File: src/rtl/ogs_pkg.sv
// Purpose: Shared constants and types of the output gearbox serializer
// Assumes: One core clock; serial bits leave as two half-cycle slots per clock
// Notes: Mode codes arrive on the mode pins and are synchronised inside the top
package ogs_pkg;

  // ****************************************
  // Widths
  // ****************************************
  localparam int OGS_DATA_W = 8;
  localparam int OGS_LANE_W = 4;
  localparam int OGS_CNT_W = 3;
  localparam int OGS_FIFO_DEPTH = 16;
  localparam int OGS_MODE_W = 2;

  // ****************************************
  // Word layout
  // ****************************************
  localparam int OGS_LANE_A_LSB = 0;
  localparam int OGS_LANE_C_LSB = 4;

  // ****************************************
  // Slots per word, two serial bits per slot except 7:1
  // ****************************************
  localparam logic [OGS_CNT_W-1:0] OGS_SLOTS_7TO1 = 3'h7;
  localparam logic [OGS_CNT_W-1:0] OGS_SLOTS_8TO1 = 3'h4;
  localparam logic [OGS_CNT_W-1:0] OGS_SLOTS_4TO1 = 3'h2;

  // ****************************************
  // Reset values
  // ****************************************
  localparam logic [OGS_DATA_W-1:0] OGS_WORD_RST = 8'h00;
  localparam logic [OGS_CNT_W-1:0] OGS_CNT_RST = 3'h0;
  localparam logic [1:0] OGS_PAIR_RST = 2'h0;

  // ****************************************
  // Mode codes on the mode pins
  // ****************************************
  typedef enum logic [OGS_MODE_W-1:0] {
    OGS_SEVEN_TO_ONE,
    OGS_EIGHT_TO_ONE_MODE,
    OGS_FOUR_TO_ONE_MODE,
    OGS_MODE_SPARE
  } ogs_mode_t;

endpackage : ogs_pkg

File: src/rtl/ogs_fifo.sv
// Purpose: Word FIFO in front of the gearbox pipeline
// Assumes: Single clock, synchronous active-high reset
// Notes: Read data is the flop array entry at the read pointer
`timescale 1ns/100ps
module ogs_fifo #(
  parameter int WIDTH = 8,
  parameter int DEPTH = 16
) (
  input wire logic i_clk,
  input wire logic i_srst,
  input wire logic i_in_valid,
  output logic o_in_ready,
  input wire logic [WIDTH-1:0] i_in_data,
  output logic o_out_valid,
  input wire logic i_out_ready,
  output logic [WIDTH-1:0] o_out_data
);

  localparam int AW = $clog2(DEPTH);

  logic [WIDTH-1:0] mem [DEPTH];
  logic [AW:0] wr_ptr;
  logic [AW:0] rd_ptr;
  logic [AW:0] next_wr_ptr;
  logic [AW:0] next_rd_ptr;
  logic full;
  logic empty;
  logic push;
  logic pop;

  // ****************************************
  // Flags and pointers
  // ****************************************
  always_comb begin
    empty = (wr_ptr == rd_ptr);
    full = (wr_ptr[AW] != rd_ptr[AW]) && (wr_ptr[AW-1:0] == rd_ptr[AW-1:0]);
    o_in_ready = !full;
    o_out_valid = !empty;
    o_out_data = mem[rd_ptr[AW-1:0]];
    push = i_in_valid && !full;
    pop = i_out_ready && !empty;
    next_wr_ptr = push ? wr_ptr + 1'b1 : wr_ptr;
    next_rd_ptr = pop ? rd_ptr + 1'b1 : rd_ptr;
  end

  always_ff @(posedge i_clk) begin
    if (i_srst) begin
      wr_ptr <= '0;
      rd_ptr <= '0;
    end else begin
      wr_ptr <= next_wr_ptr;
      rd_ptr <= next_rd_ptr;
    end
  end

  // ****************************************
  // Storage
  // ****************************************
  always_ff @(posedge i_clk) begin
    if (push) begin
      mem[wr_ptr[AW-1:0]] <= i_in_data;
    end
  end

endmodule : ogs_fifo

File: src/rtl/ogs_gearbox.sv
// Purpose: Output gearbox, parallel core words to serial bits on one or two lanes
// Assumes: Serial bits leave as a first and second half-cycle slot per clock, with one bit repeated in both slots in 7:1
// Notes: Mode pins are synchronised; each word keeps the mode it was captured with
//   Words queue in a 16-deep FIFO ahead of the three stages
//   The shifter reloads on its last slot, so back-to-back words leave with no gap
//   A mode change takes effect for the first word captured after the sync delay
`timescale 1ns/100ps
module ogs_gearbox (
  input wire logic I_CORE_CLK,
  input wire logic I_SRST,
  input wire logic [ogs_pkg::OGS_MODE_W-1:0] I_MODE,
  input wire logic I_VALID,
  output logic O_READY,
  input wire logic [ogs_pkg::OGS_DATA_W-1:0] I_DATA,
  output logic [1:0] O_Q_LANE_A,
  output logic [1:0] O_Q_LANE_C,
  output logic O_WORD_START,
  output logic O_BUSY
);
  import ogs_pkg::*;

  // ****************************************
  // Mode synchroniser
  // ****************************************
  logic [OGS_MODE_W-1:0] mode_meta;
  logic [OGS_MODE_W-1:0] mode_sync;
  logic [OGS_MODE_W-1:0] next_mode_meta;
  logic [OGS_MODE_W-1:0] next_mode_sync;

  always_comb begin
    next_mode_meta = I_MODE;
    next_mode_sync = mode_meta;
  end

  always_ff @(posedge I_CORE_CLK) begin
    if (I_SRST) begin
      mode_meta <= '0;
      mode_sync <= '0;
    end else begin
      mode_meta <= next_mode_meta;
      mode_sync <= next_mode_sync;
    end
  end

  function automatic ogs_mode_t decode_mode(input logic [OGS_MODE_W-1:0] code);
    ogs_mode_t m;
    unique case (code)
      2'h0: m = OGS_SEVEN_TO_ONE;
      2'h2: m = OGS_FOUR_TO_ONE_MODE;
      default: m = OGS_EIGHT_TO_ONE_MODE;
    endcase
    return m;
  endfunction : decode_mode

  function automatic logic [OGS_CNT_W-1:0] slots_of(input ogs_mode_t m);
    logic [OGS_CNT_W-1:0] n;
    unique case (m)
      OGS_SEVEN_TO_ONE: n = OGS_SLOTS_7TO1;
      OGS_FOUR_TO_ONE_MODE: n = OGS_SLOTS_4TO1;
      default: n = OGS_SLOTS_8TO1;
    endcase
    return n;
  endfunction : slots_of

  // ****************************************
  // Word FIFO
  // ****************************************
  logic fifo_valid;
  logic fifo_ready;
  logic [OGS_DATA_W-1:0] fifo_data;

  ogs_fifo #(
    .WIDTH(OGS_DATA_W),
    .DEPTH(OGS_FIFO_DEPTH)
  ) u_fifo (
    .i_clk(I_CORE_CLK),
    .i_srst(I_SRST),
    .i_in_valid(I_VALID),
    .o_in_ready(O_READY),
    .i_in_data(I_DATA),
    .o_out_valid(fifo_valid),
    .i_out_ready(fifo_ready),
    .o_out_data(fifo_data)
  );

  // ****************************************
  // Pipeline state
  // ****************************************
  logic s1_valid;
  logic [OGS_DATA_W-1:0] s1_word;
  ogs_mode_t s1_mode;
  logic s2_valid;
  logic [OGS_DATA_W-1:0] s2_word;
  ogs_mode_t s2_mode;
  logic [OGS_DATA_W-1:0] sh;
  logic [OGS_CNT_W-1:0] cnt;
  ogs_mode_t s3_mode;
  logic first_slot;

  // ****************************************
  // Next values
  // ****************************************
  logic next_s1_valid;
  logic [OGS_DATA_W-1:0] next_s1_word;
  ogs_mode_t next_s1_mode;
  logic next_s2_valid;
  logic [OGS_DATA_W-1:0] next_s2_word;
  ogs_mode_t next_s2_mode;
  logic [OGS_DATA_W-1:0] next_sh;
  logic [OGS_CNT_W-1:0] next_cnt;
  ogs_mode_t next_s3_mode;
  logic next_first_slot;
  logic [1:0] next_q_a;
  logic [1:0] next_q_c;
  logic next_word_start;

  // ****************************************
  // Stage strobes
  // ****************************************
  logic s3_take;
  logic s2_take;
  logic last_slot;

  // ****************************************
  // Lane pair picker
  // ****************************************
  function automatic logic [1:0] pair_at(input logic [OGS_DATA_W-1:0] w, input int lsb);
    return w[lsb +: 2];
  endfunction : pair_at

  // ****************************************
  // Stage handshakes
  // ****************************************
  always_comb begin
    last_slot = (cnt <= 3'h1);
    // Refill on the last slot so the next word follows without a gap
    s3_take = s2_valid && last_slot;
    s2_take = s1_valid && (!s2_valid || s3_take);
    fifo_ready = !s1_valid || s2_take;
  end

  // ****************************************
  // Stage one, capture from the FIFO
  // ****************************************
  always_comb begin
    next_s1_valid = s1_valid;
    next_s1_word = s1_word;
    next_s1_mode = s1_mode;
    if (fifo_ready) begin
      next_s1_valid = fifo_valid;
      if (fifo_valid) begin
        next_s1_word = fifo_data;
        next_s1_mode = decode_mode(mode_sync);
      end
    end
  end

  always_ff @(posedge I_CORE_CLK) begin
    if (I_SRST) begin
      s1_valid <= 1'b0;
      s1_word <= OGS_WORD_RST;
      s1_mode <= OGS_SEVEN_TO_ONE;
    end else begin
      s1_valid <= next_s1_valid;
      s1_word <= next_s1_word;
      s1_mode <= next_s1_mode;
    end
  end

  // ****************************************
  // Stage two, hand over to the shifter side
  // ****************************************
  always_comb begin
    next_s2_valid = s2_valid;
    next_s2_word = s2_word;
    next_s2_mode = s2_mode;
    if (!s2_valid || s3_take) begin
      next_s2_valid = s1_valid;
      if (s1_valid) begin
        next_s2_word = s1_word;
        next_s2_mode = s1_mode;
      end
    end
  end

  always_ff @(posedge I_CORE_CLK) begin
    if (I_SRST) begin
      s2_valid <= 1'b0;
      s2_word <= OGS_WORD_RST;
      s2_mode <= OGS_SEVEN_TO_ONE;
    end else begin
      s2_valid <= next_s2_valid;
      s2_word <= next_s2_word;
      s2_mode <= next_s2_mode;
    end
  end

  // ****************************************
  // Stage three, shifter
  // ****************************************
  always_comb begin
    next_sh = sh;
    next_cnt = cnt;
    next_s3_mode = s3_mode;
    next_first_slot = first_slot;
    if (cnt != OGS_CNT_RST) begin
      next_first_slot = 1'b0;
      next_cnt = cnt - 3'h1;
      unique case (s3_mode)
        OGS_SEVEN_TO_ONE: begin
          next_sh = {1'b0, sh[OGS_DATA_W-1:1]};
        end
        OGS_FOUR_TO_ONE_MODE: begin
          next_sh = {2'h0, sh[OGS_LANE_C_LSB+OGS_LANE_W-1:OGS_LANE_C_LSB+2],
                     2'h0, sh[OGS_LANE_A_LSB+OGS_LANE_W-1:OGS_LANE_A_LSB+2]};
        end
        default: begin
          next_sh = {2'h0, sh[OGS_DATA_W-1:2]};
        end
      endcase
    end
    // The mode travels with the word, so a pin change never splits it
    if (s3_take) begin
      next_sh = s2_word;
      next_s3_mode = s2_mode;
      next_cnt = slots_of(s2_mode);
      next_first_slot = 1'b1;
    end
  end

  always_ff @(posedge I_CORE_CLK) begin
    if (I_SRST) begin
      sh <= OGS_WORD_RST;
      cnt <= OGS_CNT_RST;
      s3_mode <= OGS_SEVEN_TO_ONE;
      first_slot <= 1'b0;
    end else begin
      sh <= next_sh;
      cnt <= next_cnt;
      s3_mode <= next_s3_mode;
      first_slot <= next_first_slot;
    end
  end

  // ****************************************
  // Output registers
  // ****************************************
  always_comb begin
    next_q_a = OGS_PAIR_RST;
    next_q_c = OGS_PAIR_RST;
    next_word_start = 1'b0;
    if (cnt != OGS_CNT_RST) begin
      next_word_start = first_slot;
      unique case (s3_mode)
        OGS_SEVEN_TO_ONE: begin
          next_q_a = {sh[0], sh[0]};
        end
        OGS_FOUR_TO_ONE_MODE: begin
          next_q_a = pair_at(sh, OGS_LANE_A_LSB);
          next_q_c = pair_at(sh, OGS_LANE_C_LSB);
        end
        default: begin
          next_q_a = pair_at(sh, 0);
        end
      endcase
    end
  end

  always_ff @(posedge I_CORE_CLK) begin
    if (I_SRST) begin
      O_Q_LANE_A <= OGS_PAIR_RST;
      O_Q_LANE_C <= OGS_PAIR_RST;
      O_WORD_START <= 1'b0;
    end else begin
      O_Q_LANE_A <= next_q_a;
      O_Q_LANE_C <= next_q_c;
      O_WORD_START <= next_word_start;
    end
  end

  // ****************************************
  // Status
  // ****************************************
  always_comb begin
    O_BUSY = s1_valid || s2_valid || (cnt != OGS_CNT_RST) || fifo_valid;
  end

endmodule : ogs_gearbox

File: config.mk
export PLATFORM = sky130hd
export DESIGN_NAME = ogs_gearbox
export DESIGN_NICKNAME = d
export VERILOG_FILES = /design/src/rtl/ogs_pkg.sv /design/src/rtl/ogs_fifo.sv /design/src/rtl/ogs_gearbox.sv
export SDC_FILE = /design/constraint.sdc
export NUM_CORES = 1
export LEC_CHECK = 0
export ABC_AREA = 1
export BUFFER_PORTS_ARGS = -buffer_cell sky130_fd_sc_hd__buf_2
export CAP_MARGIN = 20
export CORE_ASPECT_RATIO = 0.8
export CORE_MARGIN = 3
export CORE_UTILIZATION = 55
export DETAILED_ROUTE_END_ITERATION = 12
export GPL_TIMING_DRIVEN = 0
export PLACE_DENSITY = 0.72
export SYNTH_ARGS = -nofsm -noshare
export SYNTH_HDL_FRONTEND = slang
export SYNTH_SLANG_ARGS = --single-unit
File: constraint.sdc
create_clock -name I_CORE_CLK -period 2.6 [get_ports I_CORE_CLK]
set_input_delay 0.13 -clock I_CORE_CLK [delete_from_list [all_inputs] [get_ports I_CORE_CLK]]
set_output_delay 0.13 -clock I_CORE_CLK [all_outputs]
set_load 0.05 [all_outputs]
==> impl_metrics.py, run 1 <==
metrics = {
    "setup_path": {
        "crit_path_max_fanout": 9,
        "timing.critical_path.from_type": "register",
        "timing.critical_path.to_type": "register",
        "path_class": "register to register",
        "crit_required_ns": 2.65,
        "r2r_setup_slack_ns": 0.24,
        "cp.arrival_ns": 2.42,
    },
    "floorplanning": {
        "initial_core_util": 0.569,
        "pin_count": 20,
        "fp-row-count": 38,
        "die-width_um": 139,
        "fp.dieH_um": 113,
        "die-area_um2": 15700,
        "core_um2": 13700,
    },
    "final_layout": {
        "finalInstanceArea_um2": 8690,
        "layout.core_utilization": 0.635,
        "final_layout_size_suffix_gt1_frac": 0.0917,
        "fillers": 1094,
        "final_cells": 1063,
        "area.growth.synth_to_final_pct": 11.4,
        "antenna_cells_inserted": 0,
        "layout_common_cells": "173 x nand2_1, 128 x edfxtp_1, 112 x nor2_1",
        "multiInputGateArea_um2": 2290,
        "nets": 892,
        "mostFrequentLayoutCell": "nand2_1",
        "final-seq-area_um2": 4940,
    },
    "cts": {
        "htree_num_levels": 4,
        "cts_root_buffer": "clkbuf_16",
        "cts_num_sinks": 183,
        "clock_path_buffers": 2,
        "cts_tree": "done",
        "tritoncts.num_buffers": 17,
        "path_clk_slew_ns": 0.06,
        "worstSkewPairLatency_ns": 0.43,
        "post_cts_setup_buffers": 0,
    },
    "global_routing": {
        "first_global_vias": 5478,
        "pin_count_of_the_biggest_net_entering_global_routing": 17,
        "grt_pass1_wl_um": 28300,
        "grt-ovfl-total": 0,
        "antenna_found_initial": 0,
        "grt.total_usage": 0.237,
    },
    "place": {
        "hpwlAfterDp_um": 12400,
        "total_cell_area_at_the_placement_stage_um2": 8120,
        "dp_worst_setup_slack_ns": 0.0934,
        "port_buffer_count": 19,
        "post-place-cells": 1030,
        "gpl.final_weighted_congestion": 0.978,
    },
    "routing": {
        "wl_um": 17700,
        "routedLengthMet1_um": 8070,
        "drt-initial-drc-count": 527,
        "drc_violations": 0,
        "via_count": 5692,
        "average_detailed_routed_wire_length_per_instance_um": 16.7,
        "route.met3.wl_um": 1480,
        "top_layer_used": "met4",
        "1st_pass_router_iterations": 5,
        "number_of_vias_per_cell_after_detailed_routing": 5.35,
        "antenna_violating_nets_post_route": 0,
        "met2RoutedLength_um": 7930,
    },
    "yosys": {
        "synth_seq_cells": 183,
        "ys_warn_count": 0,
        "synth_enable_flop_cells": 128,
        "ys_async_sr_fraction": 0,
        "post_synth_inst_count": 831,
        "synth_cell_types": 29,
        "syn_nets": 852,
        "seq_area_frac_synth": 0.634,
        "cell_area_after_technology_mapping_um2": 7800,
        "postSynthAreaPerCell_um2": 9.38,
        "synthFlopType": "edfxtp_1",
    },
    "timing": {
        "fin_tns_setup_ns": 0,
        "report.final.setup_viol": 0,
        "finClkSkew_ns": 0.00669,
        "hold_violations": 0,
        "slew_headroom": 0.493,
        "timing.final.crit_share": 0.908,
        "finalWorstPathRequiredPeriod_ns": 2.36,
        "maxClockFrequency_ghz": 0.424,
        "hold_ws_ns": 0.0210,
        "postLayoutSetupSlackWorst_ns": 0.239,
        "rsz0062_at_grt": "false",
        "slew_at_the_pin_closest_to_its_max_slew_limit_ns": 0.758,
        "timing_max_transition_violations_final": 0,
    },
    "pwr": {
        "total_design_power_mw": 8.29,
        "pwr_density_cell_nw_per_um2": 955,
        "power.ir.vdd_worst_uv": 658,
        "p_leak_nw": 3.58,
    },
    "worst_hold_path": {
        "hold_path_class": "input pin to register",
    },
    "outcome": {
        "outcome": "complete, no violations",
    },
    "job": {
        "drv_cap": 0,
    },
}
## final timing paths
kind	depth (start not counted)	end	start
hold reg to reg	2	mode_sync[0]	mode_meta[0]
setup reg to reg	10	u_fifo.mem[7][1]	u_fifo.rd_ptr[1]
hold / removal	3	u_fifo.wr_ptr[2]	I_VALID
setup / recovery	10	u_fifo.mem[7][1]	u_fifo.rd_ptr[1]
## per-layer routing
metal  vias up  GRT usage
met1      2700      0.336
li1       2769          -
met2       202      0.359
met5         -          0
met3        21     0.0745
met4         0     0.0639
## synth_stat cells, types with 4 or more instances
| cell type | number | share of area |
|---|---|---|
| nand2_1 | 173 | 0.083 |
| edfxtp_1 | 128 | 0.49 |
| nor2_1 | 124 | 0.060 |
| inv_1 | 106 | 0.051 |
| nand3_1 | 70 | 0.045 |
| o21ai_0 | 65 | 0.042 |
| dfxtp_1 | 55 | 0.14 |
| a21oi_1 | 34 | 0.022 |
| clkbuf_1 | 18 | 0.0087 |
| buf_2 | 9 | 0.0058 |
| ha_1 | 8 | 0.013 |
| inv_2 | 6 | 0.0029 |
| buf_1 | 4 | 0.0019 |
| xnor2_1 | 4 | 0.0045 |
| xor2_1 | 4 | 0.0045 |
## layout make-up
type | count | share of cell area
flip-flops and latches | 183 | 0.569
multi-input cells | 500 | 0.264
clock buffers | 19 | 0.0498
inverters | 114 | 0.0493
well taps | 180 | 0.0259
plain buffers | 34 | 0.0186
repair buffers | 21 | 0.0132
clock inverters | 12 | 0.0101
## sequential cells by signal, summed over array words and instances, names as in the netlist, 3 cells and up
| signal | cells |
|---|---|
| cnt | 3 |
| s2_word | 8 |
| u_fifo.mem | 128 |
| s1_word | 8 |
| sh | 8 |
| u_fifo.rd_ptr | 5 |
| u_fifo.wr_ptr | 5 |
## power by group
part | total (mW) | leakage [nW] | internal (mW) | switching (mW)
Clock | 2.30 | 0.248 | 1.29 | 1.01
Combinational | 2.49 | 1.72 | 0.742 | 1.75
Sequential | 3.50 | 1.61 | 3.36 | 0.142
## worst max-delay path, stage by stage, from the launching register on
cell      delay (ns)
dfxtp_1         0.31
buf_2           0.19
inv_2           0.17
nand2_1         0.08
nand2_1         0.12
nor2_4          0.07
nand3b_2        0.14
nand2_2         0.12
inv_2           0.13
nand2_1         0.08
nor2_1          0.59
## kinds of logic (layout without fill, tap and decap cells)
kind of cell | count (synthesis) | count (layout) | synth area share
DFF | 183 | 183 | 0.634
adders and majority gates | 8 | 8 | 0.0128
xor gates and xnor gates | 8 | 8 | 0.00898
buffers and inverters | 148 | 200 | 0.0756
and+or+nand+nor | 377 | 377 | 0.198
AOI/OAI and AO/OA | 107 | 107 | 0.0703
## timing repair
action                     in CTS  in global routing
hold buffers                    2                  0
hold endpoints to repair        2                  0
setup endpoints to repair       0                 71
resized for setup               0                 12
Power figures use the tool's default switching activity.
==> run 2, diff against run 1 <==
--- a/config.mk
+++ b/config.mk
@@ -14,6 +14,7 @@
 export DETAILED_ROUTE_END_ITERATION = 12
 export GPL_TIMING_DRIVEN = 0
 export PLACE_DENSITY = 0.72
+export REMOVE_ABC_BUFFERS = 1
 export SYNTH_ARGS = -nofsm -noshare
 export SYNTH_HDL_FRONTEND = slang
 export SYNTH_SLANG_ARGS = --single-unit
==> impl_metrics.py, run 2 (synthesized netlist as in run 1, its figures left out) <==
metrics = {
    "outcome": {
        "outcome": "complete, no violations",
    },
    "pwr": {
        "switchingPower_mw": 2.91,
        "clockPowerShare": 0.309,
        "total_design_power_mw": 8.45,
        "p_leak_nw": 3.59,
        "power.share.combinational": 0.264,
        "pwr_density_cell_nw_per_um2": 961,
        "netSwitchingFraction": 0.345,
        "power.internal_mw": 5.54,
        "power.ir.vdd_worst_uv": 580,
        "sequential_fraction_of_design_power": 0.428,
    },
    "timing": {
        "finalWorstPathRequiredPeriod_ns": 2.51,
        "timing_max_transition_violations_final": 0,
        "maxClockFrequency_ghz": 0.399,
        "hold_violations": 0,
        "timing.final.crit_share": 0.964,
        "report.final.setup_viol": 0,
        "fin_tns_setup_ns": 0,
        "slew_at_the_pin_closest_to_its_max_slew_limit_ns": 0.825,
        "slew_headroom": 0.448,
        "hold_ws_ns": 0.0194,
        "finClkSkew_ns": 0.0119,
        "postLayoutSetupSlackWorst_ns": 0.0941,
    },
    "global_routing": {
        "pin_count_of_the_biggest_net_entering_global_routing": 67,
        "first_global_vias": 5425,
        "antenna_found_initial": 0,
        "grt-ovfl-total": 0,
        "grt_pass1_wl_um": 27400,
        "grt.total_usage": 0.226,
    },
    "final_layout": {
        "nets": 862,
        "largest_register_ffs": 128,
        "area.growth.synth_to_final_pct": 12.8,
        "final_layout_size_suffix_gt1_frac": 0.101,
        "finalInstanceArea_um2": 8800,
        "layout_common_cells": "173 x nand2_1, 128 x edfxtp_1, 109 x nor2_1",
        "fillers": 1075,
        "mostFrequentLayoutCell": "nand2_1",
        "antenna_cells_inserted": 0,
    },
    "routing": {
        "drt-initial-drc-count": 528,
        "drc_violations": 0,
        "number_of_vias_per_cell_after_detailed_routing": 5.40,
        "via_count": 5587,
        "wl_um": 17600,
        "1st_pass_router_iterations": 5,
        "antenna_violating_nets_post_route": 0,
        "average_detailed_routed_wire_length_per_instance_um": 17.0,
    },
    "cts": {
        "path_clk_slew_ns": 0.07,
        "htree_num_levels": 4,
        "cts_tree": "done",
        "clock_path_buffers": 2,
        "worstSkewPairLatency_ns": 0.43,
        "tritoncts.num_buffers": 17,
        "cts_root_buffer": "clkbuf_16",
        "cts_num_sinks": 183,
    },
    "worst_hold_path": {
        "hold_path_end": "u_fifo.wr_ptr[4]",
        "hold_path_class": "input pin to register",
        "worst_hold_path.num_cells": 3,
        "holdCritStartpoint": "I_VALID",
    },
    "place": {
        "dp_worst_setup_slack_ns": -0.808,
        "port_buffer_count": 19,
        "gpl.final_weighted_congestion": 0.813,
        "hpwlAfterDp_um": 10500,
        "total_cell_area_at_the_placement_stage_um2": 7980,
    },
    "setup_path": {
        "timing.critical_path.from_type": "register",
        "path_class": "register to register",
        "r2r-start": "u_fifo.rd_ptr[0]",
        "r2r.worst_path.cells": 10,
        "cp.arrival_ns": 2.71,
        "crit_required_ns": 2.80,
        "r2r_setup_slack_ns": 0.09,
        "crit_path_max_fanout": 66,
        "timing.critical_path.to_type": "register",
        "r2r_end": "u_fifo.mem[4][2]",
    },
    "floorplanning": {
        "fp.dieH_um": 113,
        "fp-row-count": 38,
        "die-width_um": 139,
        "core_um2": 13700,
        "initial_core_util": 0.569,
        "pin_count": 20,
        "die-area_um2": 15700,
    },
    "job": {
        "drv_cap": 0,
    },
}
[run 2: worst max-delay path by stage]
stage	startpoint	depth (start not counted)	slack, ns	to
global placement	u_fifo.rd_ptr[0]	9	-2.25	u_fifo.mem[10][3]
global route	u_fifo.rd_ptr[0]	10	-0.03	u_fifo.mem[4][0]
CTS	u_fifo.rd_ptr[0]	9	-0.08	u_fifo.mem[4][2]
floorplan	u_fifo.rd_ptr[0]	9	-0.97	u_fifo.mem[4][0]
finish	u_fifo.rd_ptr[0]	10	0.09	u_fifo.mem[4][2]
detailed placement	u_fifo.rd_ptr[0]	9	-0.81	u_fifo.mem[11][2]
[run 2: final cells by class]
class                           instances  area, µm²  area share
Clock buffer                           18        439      0.0499
Inverter                              114        445      0.0506
Timing Repair Buffer                   25        198      0.0225
Multi-Input combinational cell        500       2380       0.270
Clock inverter                         14        159      0.0181
Sequential cell                       183       4950       0.563
Tap cell                              180        225      0.0256
[run 2: metal layers]
| metal | routed length (µm) | up-vias | part of all wire | track usage |
|---|---|---|---|---|
| met3 | 1240 | 32 | 0.070 | 0.0515 |
| met5 | 0 | - | 0 | 0 |
| met4 | 337 | 0 | 0.019 | 0.0815 |
| met2 | 8370 | 204 | 0.48 | 0.365 |
| met1 | 7660 | 2631 | 0.44 | 0.304 |
| li1 | - | 2720 | - | - |
[run 2: what timing repair did]
action / 4_1_cts / 5_1_grt
pin swaps: 0 / 2
endpoints found under the hold margin: 2 / 0
setup buffers: 0 / 3
setup endpoints to repair: 145 / 130
hold buffers: 2 / 0
gates resized for setup: 22 / 17
[run 2: power by group through the flow]
stage	clock network (mW)	logic, mW	registers, mW
after floorplan	0	1.42	3.66
after global placement	0	1.86	3.76
after detailed placement	0	2.03	3.70
after CTS	2.62	2.06	3.65
after global routing	2.76	2.53	3.64
final	2.61	2.23	3.61
[run 2: stage by stage]
| step | utilization | cells |
|---|---|---|
| global route | 0.642 | 1034 |
| finish | 0.642 | 1034 |
| floorplan | - | 797 |
| detailed placement | 0.583 | 997 |
| CTS | 0.632 | 1031 |
| global placement | 0.581 | 996 |
[run 2: critical path: stages (launching register included)]
cell	delay, ns
dfxtp_4	0.56
clkinv_8	0.29
nand2_1	0.14
nand2_1	0.09
nor2_4	0.13
nand3b_2	0.16
nand2_2	0.17
inv_2	0.10
nand2_1	0.35
nor2_4	0.09
buf_12	0.16
